`src/hw/asm_pkg.sv`:
```
package asm_pkg;

	// Widths of the converter fields
	localparam int DATA_W  = 12;
	localparam int CHAN_W  = 5;
	localparam int LEN_W   = 4;
	localparam int SLOTS   = 16;
	localparam int MAX_CHANNEL = 17;

	// Register byte addresses on the bus
	localparam logic [7:0] OFF_UPPER   = 8'h00;
	localparam logic [7:0] OFF_LOWER   = 8'h04;
	localparam logic [7:0] OFF_SEQ1    = 8'h08;
	localparam logic [7:0] OFF_SEQ2    = 8'h0C;
	localparam logic [7:0] OFF_SEQ3    = 8'h10;
	localparam logic [7:0] OFF_INTSTAT = 8'h14;
	localparam logic [7:0] OFF_INTMASK = 8'h18;
	localparam logic [7:0] OFF_CTRL    = 8'h1C;
	localparam logic [7:0] OFF_STATUS  = 8'h20;

	// Values after reset
	localparam logic [31:0] RST_BOUND = 32'h0000_0FFF;
	localparam logic [31:0] RST_SEQ   = 32'h0000_0000;
	localparam logic [31:0] RST_ZERO  = 32'h0000_0000;

	// Writable bits; everything else is reserved and reads zero
	localparam logic [31:0] MASK_BOUND = 32'h0000_0FFF;
	localparam logic [31:0] MASK_SEQ1  = 32'h00FF_FFFF;
	localparam logic [31:0] MASK_SEQ23 = 32'h3FFF_FFFF;
	localparam logic [31:0] MASK_INT   = 32'h0000_0003;
	localparam logic [31:0] MASK_CTRL  = 32'h0000_0002;

	// Field positions
	localparam int LEN_LSB       = 20;
	localparam int SLOTS_PER_REG = 6;
	localparam int INT_MONITOR   = 0;
	localparam int INT_SEQDONE   = 1;
	localparam int CTRL_START    = 0;
	localparam int CTRL_MON_EN   = 1;
	localparam int ST_RESULT_LSB = 0;
	localparam int ST_CHAN_LSB   = 12;
	localparam int ST_IDX_LSB    = 17;
	localparam int ST_BUSY       = 24;

endpackage

```
`src/hw/asm_seq_monitor_regs.sv`:
```
// The register offsets and register access over APB were decided locally.
`timescale 1ns/100ps
// Function
// RULE1: Upper boundary is a 12-bit read-write field in bits 11:0, reset all ones.
// RULE2: Lower boundary is a 12-bit read-write field in bits 11:0, reset all ones.
// RULE3: Length field at bits 23:20 of first sequence register; n means n+1 conversions.
// RULE4: Each 5-bit slot names the input channel sampled by that conversion.
// RULE5: First sequence register holds slots 13 to 16 in bits 4:0 up to 19:15.
// RULE6: Second sequence register holds slots 7 to 12 in bits 4:0 up to 29:25.
// RULE7: Third sequence register holds slots 1 to 6 in bits 4:0 up to 29:25.
// RULE8: Software writes reserved bits back as zero; hardware keeps them zero anyway.
// RULE9: Conversions run in slot order from slot one, stopping after the chosen count.
// RULE10: Flag an event when a monitored result is above upper or below lower boundary.
module asm_seq_monitor_regs (
	input  wire logic                       mclk,
	input  wire logic                       srst,
	input  wire logic                       psel,
	input  wire logic                       penable,
	input  wire logic                       pwrite,
	input  wire logic [7:0]                 paddr,
	input  wire logic [31:0]                pwdata,
	output logic      [31:0]                prdata,
	output logic                            pready,
	output logic                            pslverr,
	output logic                            convStart,
	output logic      [asm_pkg::CHAN_W-1:0] convChannel,
	input  wire logic                       convDone,
	input  wire logic [asm_pkg::DATA_W-1:0] convResult,
	output logic                            irq
);

	localparam int NS = asm_pkg::SLOTS;
	localparam int CW = asm_pkg::CHAN_W;
	localparam int DW = asm_pkg::DATA_W;
	localparam int LW = asm_pkg::LEN_W;

	// Fields must fit their registers: slots 13 up stop below the length field
	if ((NS - 2 * asm_pkg::SLOTS_PER_REG) * CW > asm_pkg::LEN_LSB)
		$error("asm_seq_monitor_regs: first-register slots overlap the length field");
	if (NS != (1 << LW) || (1 << CW) <= asm_pkg::MAX_CHANNEL)
		$error("asm_seq_monitor_regs: slot count or channel width does not fit");

	// Software registers
	logic [31:0] upper_reg;
	logic [31:0] upper_next;
	logic [31:0] lower_reg;
	logic [31:0] lower_next;
	logic [31:0] seq1_reg;
	logic [31:0] seq1_next;
	logic [31:0] seq2_reg;
	logic [31:0] seq2_next;
	logic [31:0] seq3_reg;
	logic [31:0] seq3_next;
	logic [31:0] intStat_reg;
	logic [31:0] intStat_next;
	logic [31:0] intMask_reg;
	logic [31:0] intMask_next;
	logic [31:0] ctrl_reg;
	logic [31:0] ctrl_next;

	// Observed state
	logic [DW-1:0] lastResult_reg;
	logic [CW-1:0] lastChan_reg;
	logic [CW-1:0] chanHold_reg;

	// Bus output flops
	logic [31:0] prdata_reg;
	logic [31:0] prdata_next;
	logic        pready_reg;
	logic        pslverr_reg;
	logic        pslverr_next;
	logic        convStart_reg;
	logic [CW-1:0] convChannel_reg;
	logic        irq_reg;

	// Bus decode
	logic        setupPhase;
	logic        accessDone;
	logic        wrDone;
	logic        hitUpper;
	logic        hitLower;
	logic        hitSeq1;
	logic        hitSeq2;
	logic        hitSeq3;
	logic        hitIntStat;
	logic        hitIntMask;
	logic        hitCtrl;
	logic        hitStatus;
	logic        hitAny;
	logic [31:0] statusWord;
	logic [31:0] readMux;

	// Sequencer and monitor links
	logic [NS*CW-1:0] slotFlat;
	logic [LW-1:0]    seqLen;
	logic             startPulse;
	logic             seqReq;
	logic [CW-1:0]    seqChannel;
	logic [LW-1:0]    seqIdx;
	logic             seqBusy;
	logic             resultTake;
	logic             seqEnd;
	logic             outside;
	logic             monitorEvent;
	logic [31:0]      eventSet;

	// Phase decode: answer comes in the access cycle after every setup
	assign setupPhase = psel && !penable;
	assign accessDone = psel && penable && pready_reg;
	assign wrDone     = accessDone && pwrite;

	// Address decode
	assign hitUpper   = (paddr == asm_pkg::OFF_UPPER);
	assign hitLower   = (paddr == asm_pkg::OFF_LOWER);
	assign hitSeq1    = (paddr == asm_pkg::OFF_SEQ1);
	assign hitSeq2    = (paddr == asm_pkg::OFF_SEQ2);
	assign hitSeq3    = (paddr == asm_pkg::OFF_SEQ3);
	assign hitIntStat = (paddr == asm_pkg::OFF_INTSTAT);
	assign hitIntMask = (paddr == asm_pkg::OFF_INTMASK);
	assign hitCtrl    = (paddr == asm_pkg::OFF_CTRL);
	assign hitStatus  = (paddr == asm_pkg::OFF_STATUS);
	assign hitAny     = hitUpper | hitLower | hitSeq1 | hitSeq2 | hitSeq3
	                  | hitIntStat | hitIntMask | hitCtrl | hitStatus;

	// Live status word: last result, its channel, slot in progress, busy
	assign statusWord = {7'h00,
	                     seqBusy,
	                     3'h0,
	                     seqIdx,
	                     lastChan_reg,
	                     lastResult_reg};

	// Read selection; unmapped addresses read zero
	assign readMux = hitUpper   ? upper_reg   :
	                 hitLower   ? lower_reg   :
	                 hitSeq1    ? seq1_reg    :
	                 hitSeq2    ? seq2_reg    :
	                 hitSeq3    ? seq3_reg    :
	                 hitIntStat ? intStat_reg :
	                 hitIntMask ? intMask_reg :
	                 hitCtrl    ? ctrl_reg    :
	                 hitStatus  ? statusWord  : 32'h0000_0000;

	// Read data and error are captured in setup so the outputs stay flops
	assign prdata_next  = (setupPhase && !pwrite) ? readMux : prdata_reg;
	assign pslverr_next = setupPhase ? !hitAny : (pslverr_reg && !accessDone);

	// Register writes; masks force reserved bits to stay zero
	assign upper_next = (wrDone && hitUpper) ? (pwdata & asm_pkg::MASK_BOUND) : upper_reg; // RULE1 RULE8
	assign lower_next = (wrDone && hitLower) ? (pwdata & asm_pkg::MASK_BOUND) : lower_reg; // RULE2 RULE8
	assign seq1_next  = (wrDone && hitSeq1) ? (pwdata & asm_pkg::MASK_SEQ1) : seq1_reg; // RULE3 RULE5 RULE8
	assign seq2_next  = (wrDone && hitSeq2) ? (pwdata & asm_pkg::MASK_SEQ23) : seq2_reg; // RULE6 RULE8
	assign seq3_next  = (wrDone && hitSeq3) ? (pwdata & asm_pkg::MASK_SEQ23) : seq3_reg; // RULE7 RULE8
	assign intMask_next = (wrDone && hitIntMask) ? (pwdata & asm_pkg::MASK_INT) : intMask_reg;
	assign ctrl_next    = (wrDone && hitCtrl) ? (pwdata & asm_pkg::MASK_CTRL) : ctrl_reg;

	// Start is a write-one strobe, never stored, so reads of it give zero
	assign startPulse = wrDone && hitCtrl && pwdata[asm_pkg::CTRL_START];

	// Length field of the first sequence register
	assign seqLen = seq1_reg[asm_pkg::LEN_LSB +: LW]; // RULE3

	// Slots 1-6 in the third register, 7-12 in the second, 13-16 in the first
	for (genvar s = 0; s < NS; s++) begin : g_slot
		localparam int POS = (s % asm_pkg::SLOTS_PER_REG) * CW;
		if (s < asm_pkg::SLOTS_PER_REG) begin : g_third
			assign slotFlat[s*CW +: CW] = seq3_reg[POS +: CW]; // RULE7
		end else if (s < 2 * asm_pkg::SLOTS_PER_REG) begin : g_second
			assign slotFlat[s*CW +: CW] = seq2_reg[POS +: CW]; // RULE6
		end else begin : g_first
			assign slotFlat[s*CW +: CW] = seq1_reg[POS +: CW]; // RULE5
		end
	end

	// Conversion order
	asm_sequencer #(
		.SLOTS (NS),
		.CHW   (CW),
		.LENW  (LW)
	) u_seq (
		.mclk       (mclk),
		.srst       (srst),
		.start      (startPulse),
		.slots      (slotFlat),
		.seqLen     (seqLen),
		.convDone   (convDone),
		.reqValid   (seqReq),
		.reqChannel (seqChannel),
		.slotIdx    (seqIdx),
		.busy       (seqBusy),
		.resultTake (resultTake),
		.seqEnd     (seqEnd)
	);

	// Boundary compare on the incoming result
	asm_monitor #(
		.DW (DW)
	) u_mon (
		.result     (convResult),
		.upperBound (upper_reg[DW-1:0]),
		.lowerBound (lower_reg[DW-1:0]),
		.outside    (outside)
	);

	// Only results the sequencer accepts, and only with monitoring on
	assign monitorEvent = resultTake && ctrl_reg[asm_pkg::CTRL_MON_EN] && outside; // RULE10

	// Sticky events; a set in the clearing cycle wins over the clear
	assign eventSet = {30'h0000_0000, seqEnd, monitorEvent};
	assign intStat_next = eventSet
	                    | (intStat_reg & ~((wrDone && hitIntStat) ? pwdata : 32'h0000_0000));

	// Upper boundary; reserved bits never load, so reads of them stay zero
	always_ff @(posedge mclk) begin
		if (srst) begin
			upper_reg <= asm_pkg::RST_BOUND; // RULE1
		end else begin
			upper_reg <= upper_next;
		end
	end

	// Lower boundary
	always_ff @(posedge mclk) begin
		if (srst) begin
			lower_reg <= asm_pkg::RST_BOUND; // RULE2
		end else begin
			lower_reg <= lower_next;
		end
	end

	// First sequence register: length and slots 13 to 16
	always_ff @(posedge mclk) begin
		if (srst) begin
			seq1_reg <= asm_pkg::RST_SEQ; // RULE3
		end else begin
			seq1_reg <= seq1_next;
		end
	end

	// Second sequence register: slots 7 to 12
	always_ff @(posedge mclk) begin
		if (srst) begin
			seq2_reg <= asm_pkg::RST_SEQ; // RULE6
		end else begin
			seq2_reg <= seq2_next;
		end
	end

	// Third sequence register: slots 1 to 6
	always_ff @(posedge mclk) begin
		if (srst) begin
			seq3_reg <= asm_pkg::RST_SEQ; // RULE7
		end else begin
			seq3_reg <= seq3_next;
		end
	end

	// Sticky event flags; the set term wins over a same-cycle clear so no event is lost
	always_ff @(posedge mclk) begin
		if (srst) begin
			intStat_reg <= asm_pkg::RST_ZERO;
		end else begin
			intStat_reg <= intStat_next;
		end
	end

	// Interrupt mask
	always_ff @(posedge mclk) begin
		if (srst) begin
			intMask_reg <= asm_pkg::RST_ZERO;
		end else begin
			intMask_reg <= intMask_next;
		end
	end

	// Control; only the monitor enable is stored
	always_ff @(posedge mclk) begin
		if (srst) begin
			ctrl_reg <= asm_pkg::RST_ZERO;
		end else begin
			ctrl_reg <= ctrl_next;
		end
	end

	// Interrupt line from next values, so it moves with the status flops and not a cycle later
	always_ff @(posedge mclk) begin
		if (srst) begin
			irq_reg <= 1'b0;
		end else begin
			irq_reg <= |(intStat_next & intMask_next);
		end
	end

	// Read data, captured in setup and held until the next read
	always_ff @(posedge mclk) begin
		if (srst) begin
			prdata_reg <= 32'h0000_0000;
		end else begin
			prdata_reg <= prdata_next;
		end
	end

	// Ready follows every setup by one cycle: no wait states, one access per setup
	always_ff @(posedge mclk) begin
		if (srst) begin
			pready_reg <= 1'b0;
		end else begin
			pready_reg <= setupPhase;
		end
	end

	// Error flag, high only in the access cycle of an unmapped transfer
	always_ff @(posedge mclk) begin
		if (srst) begin
			pslverr_reg <= 1'b0;
		end else begin
			pslverr_reg <= pslverr_next;
		end
	end

	// Converter request; channel held from request until the result returns
	always_ff @(posedge mclk) begin
		if (srst) begin
			convStart_reg   <= 1'b0;
			convChannel_reg <= '0;
			chanHold_reg    <= '0;
		end else begin
			convStart_reg <= seqReq; // RULE9
			if (seqReq) begin
				convChannel_reg <= seqChannel; // RULE4
				chanHold_reg    <= seqChannel;
			end
		end
	end

	// Last accepted result, for software to see
	always_ff @(posedge mclk) begin
		if (srst) begin
			lastResult_reg <= '0;
			lastChan_reg   <= '0;
		end else if (resultTake) begin
			lastResult_reg <= convResult;
			lastChan_reg   <= chanHold_reg;
		end
	end

	// Outputs
	assign prdata      = prdata_reg;
	assign pready      = pready_reg;
	assign pslverr     = pslverr_reg;
	assign convStart   = convStart_reg;
	assign convChannel = convChannel_reg;
	assign irq         = irq_reg;

endmodule // asm_seq_monitor_regs

```
`src/hw/asm_monitor.sv`:
```
`timescale 1ns/100ps
module asm_monitor #(
	parameter int DW = 12
) (
	input  wire logic [DW-1:0] result,
	input  wire logic [DW-1:0] upperBound,
	input  wire logic [DW-1:0] lowerBound,
	output logic               outside
);

	// Strict compares: a result equal to a boundary is still inside
	assign outside = (result > upperBound) || (result < lowerBound); // RULE10

endmodule // asm_monitor

```
`src/hw/asm_sequencer.sv`:
```
`timescale 1ns/100ps
module asm_sequencer #(
	parameter int SLOTS = 16,
	parameter int CHW   = 5,
	parameter int LENW  = 4
) (
	input  wire logic                  mclk,
	input  wire logic                  srst,
	input  wire logic                  start,
	input  wire logic [SLOTS*CHW-1:0]  slots,
	input  wire logic [LENW-1:0]       seqLen,
	input  wire logic                  convDone,
	output logic                       reqValid,
	output logic [CHW-1:0]             reqChannel,
	output logic [LENW-1:0]            slotIdx,
	output logic                       busy,
	output logic                       resultTake,
	output logic                       seqEnd
);

	typedef enum logic [1:0] {SQ_IDLE, SQ_REQ, SQ_WAIT} asm_seq_state_t;

	asm_seq_state_t  state_reg;
	asm_seq_state_t  state_next;
	logic [LENW-1:0] idx_reg;
	logic [LENW-1:0] idx_next;
	logic            lastSlot;

	// The slot index must cover every slot exactly
	if (SLOTS != (1 << LENW))
		$error("asm_sequencer: SLOTS must equal 2**LENW");

	// Channel of the slot in progress
	assign reqChannel = slots[idx_reg*CHW +: CHW]; // RULE4
	assign lastSlot   = (idx_reg == seqLen);
	assign reqValid   = (state_reg == SQ_REQ);
	assign resultTake = (state_reg == SQ_WAIT) && convDone;
	assign seqEnd     = resultTake && lastSlot;
	assign busy       = (state_reg != SQ_IDLE);
	assign slotIdx    = idx_reg;

	// Walk the slots from the first; a start while busy is ignored
	always_comb begin
		state_next = state_reg;
		idx_next   = idx_reg;
		case (state_reg)
			SQ_IDLE: begin
				if (start) begin
					idx_next   = '0; // RULE9
					state_next = SQ_REQ;
				end
			end
			SQ_REQ: begin
				state_next = SQ_WAIT;
			end
			SQ_WAIT: begin
				if (convDone) begin
					if (lastSlot) begin
						state_next = SQ_IDLE; // RULE9
					end else begin
						idx_next   = idx_reg + 1'b1; // RULE9
						state_next = SQ_REQ;
					end
				end
			end
			default: begin
				state_next = SQ_IDLE;
			end
		endcase
	end

	// State flops
	always_ff @(posedge mclk) begin
		if (srst) begin
			state_reg <= SQ_IDLE;
			idx_reg   <= '0;
		end else begin
			state_reg <= state_next;
			idx_reg   <= idx_next;
		end
	end

endmodule // asm_sequencer

```
`config.mk`:
```
export PLATFORM = sky130hd
export DESIGN_NAME = asm_seq_monitor_regs
export DESIGN_NICKNAME = d
export VERILOG_FILES = /design/src/hw/asm_pkg.sv /design/src/hw/asm_seq_monitor_regs.sv /design/src/hw/asm_monitor.sv /design/src/hw/asm_sequencer.sv
export SDC_FILE = /design/constraint.sdc
export NUM_CORES = 1
export LEC_CHECK = 0
export BUFFER_PORTS_ARGS = -buffer_cell sky130_fd_sc_hd__buf_2
export CORE_AREA = 2 2 120 169
export DETAILED_ROUTE_END_ITERATION = 7
export DIE_AREA = 0 0 122 171
export PLACE_DENSITY = 0.77
export SYNTH_ARGS = -nofsm -noshare
export SYNTH_HDL_FRONTEND = slang
export SYNTH_SLANG_ARGS = --single-unit
```
`constraint.sdc`:
```
create_clock -name mclk -period 6.2 [get_ports mclk]
set_input_delay 0 -clock mclk [delete_from_list [all_inputs] [get_ports mclk]]
set_output_delay 0 -clock mclk [all_outputs]
set_load 0.01 [all_outputs]
```
==> results of run 1 <==
## routing by layer
layer  vias to the layer above  global-route usage [%]  wire length (um)
met5                         -                       0                 0
li1                       4755                       -                 -
met1                      5012                    43.6             13500
met4                         0                    39.9              5040
met3                       268                    6.80              3890
met2                       744                    61.5             18500
## cells by family (layout without fill, tap and decap cells)
logic type / after synthesis / in the layout / share of synthesized area (%)
muxes: 32 / 32 / 5.85
adders and majority gates: 24 / 24 / 2.77
xor gates and xnor gates: 6 / 6 / 0.484
buffers and inverters: 131 / 245 / 5.11
and+or+nand+nor: 526 / 526 / 22.4
AOI/OAI and AO/OA: 319 / 319 / 19.6
DFF: 237 / 237 / 43.7
## synthesized netlist by cell type, types with 21 or more instances
library cell,n,area share (%)
buf_2,26,1.2
o211ai_1,23,1.6
nand4_1,26,1.5
clkbuf_1,58,2.0
nand3_1,21,0.97
nor2_1,60,2.1
and3_1,29,1.7
inv_1,36,1.2
dfxtp_1,237,44
mux4_2,25,5.2
a21oi_1,140,6.5
nand2_1,313,11
and2_1,38,2.2
a22oi_1,23,1.6
ha_1,24,2.8
## critical path, stage by stage (launching register included)
cell,delay [ns]
dfxtp_1,1.15
mux4_2,0.61
mux4_2,0.56
nand2_1,0.11
a21oi_1,0.06
## where the power goes
group / switching, mW / total [mW] / internal (mW)
combinational: 0.109 / 0.161 / 0.0522
clock: 0.612 / 1.44 / 0.823
sequential: 0.00174 / 1.53 / 1.52
## area by class of cell
class                           instances  area [sq um]  area share [%]
Tap cell                              252           315            2.49
Clock buffer                           34           699            5.52
Sequential cell                       237          4740            37.5
Clock inverter                          6          58.8           0.464
Multi-Input combinational cell        907          5560            43.9
Inverter                               36           135            1.07
Timing Repair Buffer                  169          1160            9.13
## worst paths after layout
path / slack, ns / end / startpoint / cells after the start
setup / recovery: 3.55 / convChannel[4] / u_seq.slotIdx[1] / 4
hold / removal: 0.06 / prdata[30] / pwrite / 4
setup reg to reg: 3.55 / convChannel[4] / u_seq.slotIdx[1] / 4
hold reg to reg: 0.45 / prdata[1] / prdata[1] / 2
## layout by cell type (no fill, tap or decap), types with 10 or more instances in the layout
master	netlist	final
a21oi_1	140	140
a221oi_1	17	17
a22oi_1	23	23
a31oi_1	10	10
a41oi_1	15	15
and2_1	38	39
and3_1	29	29
buf_2	26	97
buf_4	6	20
clkbuf_16	0	25
dfxtp_1	237	237
dlygate4sd3_1	0	52
ha_1	24	24
inv_1	36	36
mux4_2	25	25
nand2_1	313	313
nand3_1	21	21
nand4_1	26	26
nor2_1	60	58
o211ai_1	23	23
o21ai_0	15	15
o221ai_1	19	19
## through the flow
stage	std cells	area (sq um)	utilization (%)	power [mW]	hold WS, ns
after floorplan	1275	10800	-	1.62	0.0870
after global placement	1549	11400	58.5	1.69	0.250
after detailed placement	1549	11400	58.5	1.69	0.256
after CTS	1641	12700	65.1	3.11	0.0388
after global routing	1641	12700	65.1	3.20	0.0673
final	1641	12700	65.1	3.12	0.0551
## repair_timing
action / CTS / global route
resized for setup: 0 / 0
endpoints found under the hold margin: 160 / 0
hold buffers: 52 / 0
==> out/results.tsv, run 1 <==
metric	value	unit
status	finished, violations left	
failing checks	design-rule violations	
DIE WIDTH	122	um
post-synth cell types	65	
Critical Path AT	3.03	ns
Post-Syn Nets	1357	
Final period util	42.7	%
max-slew violation count	0	
share of layout cells above drive strength 1	14.0	%
overall routed net length	41000	um
Starting Density	55.7	%
Wirelength per Cell	25.0	um
FMAX	0.378	GHz
sequential-to-total area share from yosys stat	43.7	%
Tmin final	2.65	ns
Yosys warnings	0	
Setup crit end kind	register	
die area	20900	sq um
DRC	5	
CP required	6.58	ns
Filler cells	1653	
Peak VDD IR	0.197	mV
Hold WC Path Type	input pin to register	
Slew @ Worst Pin	1.31	ns
iteration count of the initial detailed-routing pass	8	
clock sink count	237	
PortBufs	98	
top_reg_cell synth	dfxtp_1	
area growth from synthesis to layout	16.7	%
LEAKAGE	4.93	nW
GRT Residual Overflow	0	
P per Cell Area	247	nW/um^2
DRT iter0 DRCs	1489	
CORE AREA	19500	sq um
Clock Path Buffers	3	
#FFs+latches synth	237	
maxcap violations	0	
number of synthesized flops with an enable pin	0	
Post-synth ARST share	0	%
TritonCTS Buffers	24	
H-tree levels	1	
vias in the first global route	10371	
final net count	1457	
Synth Cell Area	10800	sq um
RSZ-0062 raised after global routing	no	
syn avg cell area	8.51	sq um
DIE HEIGHT	171	um
Final ANT Viol Nets	0	
dpl hpwl	28500	um
Max FO, Critical Path	25	
antenna violations before repair	0	
CTS tree	yes	
CTS root buf	clkbuf_16	
via count	10779	
Row Count	61	
GR Util All Layers	39.3	%
clock skew	0.0139	ns
Place WS	3.34	ns
Vias/cell	6.57	
Reg clk slew, reported paths	0.06	ns
Max transition margin	12.7	%
Setup violations, final	0	
endpoints failing hold	0	
ANT cells	0	
CP startpoint kind	register	
routability cong.	1.02	
IO Pins	99	
CP Class	register to register	
Fin Setup TNS	0	ns
first-pass GRT wire length	61000	um
clock insertion delay at the later pin of the skew report	0.53	ns
largest net degree at the start of global routing	80	
fin worst setup slack	3.55	ns
Post-CTS Repair Setup Buffers	0	
cell count after synthesis	1275	
(Power assumes the default switching activity.)
==> run 2, diff against run 1 <==
- ABC_AREA: default -> 1
- CORE_AREA: 2 2 120 169 -> 2 2 122 171
- DIE_AREA: 0 0 122 171 -> 0 0 124 173
- clock period: 6.2 -> 2.76 ns (I/O delays scaled with it)
==> run 2 against run 1 <==
Compared with the run above:
- the run now ends clean
- first-iteration DRC count is 16% higher
- die area up 2.8%
- power increased by 120%
- fmax is 3.2% higher
- clock skew fell by 0.0038 ns
- sequential share of layout area shrank 0.89 points
- critical path type unchanged
==> out/results.tsv, run 2 <==
metric	value	unit	change
crit-path most repeated cell	nand2_1		
endpoints failing hold	0		unchanged
Max stage delay cell, worst path	dlygate4sd3_1		
Post-synth ARST share	0	%	unchanged
via count	11632		+7.9%
CP Class	register to register		
#FFs+latches synth	237		unchanged
compound-gate portion of the synthesized area	22.6	%	+3.0 points
Synth Area in XOR/XNOR	0.312	%	-0.17 points
GRT Residual Overflow	0		unchanged
routability cong.	1.01		-0.93%
max-slew violation count	0		unchanged
mux cell area share after synthesis	0	%	-5.8 points
first-pass GRT wire length	60400	um	-0.96%
TritonCTS Buffers	23		-4.2%
Wirelength per Cell	21.3	um	-15%
final net count	1726		+18%
Hold WC Path Type	input pin to register		
H-tree levels	1		unchanged
LEAKAGE	5.52	nW	+12%
register area	4740	sq um	unchanged
Filler cells	1764		+6.7%
dpl hpwl	27700	um	-3.0%
Peak VDD IR	0.407	mV	+110%
non-filler cells, final	1907		+16%
Slew @ Worst Pin	1.02	ns	-0.285 ns
Yosys warnings	0		unchanged
max incr delay on CP	0.61	ns	-0.54 ns
PortBufs	98		unchanged
number of synthesized flops with an enable pin	0		unchanged
Max FO, Critical Path	22		-12%
most common cell in the netlist	nand2_1		
top cell type's share of synthesized area	42.3	%	-1.4 points
Reg clk slew, reported paths	0.07	ns	about the same
flop2flop setup slack	0.20	ns	-3.36 ns
DIE WIDTH	124	um	+1.6%
Max transition margin	31.8	%	+19 points
GR Util All Layers	37.1	%	-2.2 points
Setup violations, final	0		unchanged
leading area contributor after synthesis	dfxtp_1		
main combinational cell family by area after synthesis	simple AND/OR/NAND/NOR gates		
Vias/cell	6.10		-7.1%
ANT cells	0		unchanged
Fin Setup TNS	0	ns	unchanged
area growth from synthesis to layout	15.6	%	
clock sink count	237		unchanged
Adder-Cell Fraction of Synth Area	2.68	%	-0.091 points
Final period util	92.9	%	+50 points
overall routed net length	40700	um	-0.72%
largest net degree at the start of global routing	90		+13%
Synth Cell Area	11200	sq um	+3.4%
vias in the first global route	10828		+4.4%
Clock Path Buffers	3		unchanged
iteration count of the initial detailed-routing pass	6		-2
CORE AREA	19800	sq um	+2.0%
CTS tree	yes		
Starting Density	56.5	%	+0.78 points
CTS root buf	clkbuf_16		
most frequent cells in the layout	244 x nand2_1, 237 x dfxtp_1, 194 x a21oi_1		
Post-Syn Nets	1626		+20%
clock skew	0.0101	ns	-0.00376 ns
Tmin final	2.56	ns	-0.0813 ns
cell count after synthesis	1544		+21%
Post-CTS Repair Setup Buffers	0		unchanged
Critical Path AT	2.98	ns	-0.05 ns
FMAX	0.390	GHz	+3.2%
share of layout cells above drive strength 1	11.8	%	-2.2 points
commonest cells in the netlist	244 x nand2_1, 237 x dfxtp_1, 194 x a21oi_1, 173 x o21ai_0, 167 x nor2_1		
antenna violations before repair	0		unchanged
Inst Count DP	1820		+17%
DIE HEIGHT	173	um	+1.2%
DRT iter0 DRCs	1728		+16%
top_reg_cell synth	dfxtp_1		
Cell Chain, Critical Path	nand3_1 -> dlygate4sd3_1 -> nor2_4 -> nand3_4 -> nand2_1 -> inv_1 -> nand3_1 -> nand2_1 -> nor2_1 -> nand2_1 -> nor2_1 -> nand2_1 -> nand2_1 -> nand2_1		
Area contributors post-synth	dfxtp_1 42%, a21oi_1 8.7%, nand2_1 8.2%		
multi-input combinational cell area	5450	sq um	-1.9%
maxcap violations	0		unchanged
IO Pins	99		unchanged
RSZ-0062 raised after global routing	no		
P per Cell Area	528	nW/um^2	+110%
status	finished clean		
Row Count	61		unchanged
sequential-to-total area share from yosys stat	42.3	%	-1.4 points
Final ANT Viol Nets	0		unchanged
clock insertion delay at the later pin of the skew report	0.51	ns	-0.02 ns
post-synth cell types	43		-34%
CP startpoint kind	register		
DRC	0		-5
Post-Synth Simple-Gate Area	22.8	%	+0.40 points
most common cell after layout, fill and taps aside	nand2_1		
die area	21500	sq um	+2.8%
CP required	3.18	ns	-3.40 ns
syn avg cell area	7.26	sq um	-15%
Setup crit end kind	register		
## run 2: changes by cell type after synthesis, sizes merged, moves of 29 or more
cell	change
a21oi	+54
and2	-39
and3	-29
inv	+106
nand2	-63
nand3	+49
nor2	+124
o21ai	+164
## run 2: cell families (layout without fill, tap and decap cells)
kind of cell / count (synthesis) / after routing
fa+ha+maj: 24 / 24
buf+inv: 241 / 351
xor+xnor: 4 / 4
simple gates: 576 / 577
flops: 237 / 237
compound gates: 462 / 462
## run 2: power by group
group / leakage (nW) / internal, mW / switching [mW] / total (mW)
Combinational: 3.26 / 0.118 / 0.233 / 0.351
Clock: 0.345 / 1.74 / 1.33 / 3.07
Sequential: 1.91 / 3.42 / 0.00250 / 3.43
## run 2: worst max-delay path, delay by kind of cell (launching register included)
family	cells	cell delay [ns]
DFF	1	0.32
buffers and inverters	2	0.66
and+or+nand+nor	12	1.47
## run 2: path summary, 6_finish.rpt
path | from | end | cells after the start
worst min register to register | intMask_reg[30] | intMask_reg[30] | 2
worst max register to register | pready | irq | 14
worst min-delay path | paddr[6] | ctrl_reg[1] | 6
worst max-delay path | pready | irq | 14
## run 2: what timing repair did
| action | in CTS | in global routing |
|---|---|---|
| endpoints found under the hold margin | 165 | 0 |
| endpoints found under the setup margin | 0 | 12 |
| hold buffers | 50 | 0 |
| gates resized for setup | 0 | 3 |
## run 2: cell type report
type	count	area share (%)
clock buffer	31	5.05
timing repair buffer	170	9.25
sequential	237	36.6
inverter	145	4.24
clock inverter	5	0.424
multi-input combinational	1067	42.0
tap	252	2.43
## run 2: routing by layer
metal | global-route usage, % | vias to the layer above | routed length, um
li1 | - | 5425 | -
met1 | 43.3 | 5317 | 14400
met2 | 58.4 | 722 | 18600
met3 | 6.76 | 168 | 3840
met4 | 29.7 | 0 | 3920
met5 | 0 | - | 0
## run 2: metrics by stage
stage               total power [mW]  hold WS (ns)  instance area (sq um)  setup WS [ns]  utilization [%]
CTS                             6.84         0.101                  12900          0.140             65.2
global placement                3.79         0.298                  11700          0.664             59.1
finish                          6.85         0.119                  13000          0.196             65.4
floorplan                       3.64         0.130                  11200           1.16                -
detailed placement              3.79         0.307                  11700          0.601             59.1
global route                    7.01         0.159                  13000         0.0478             65.4
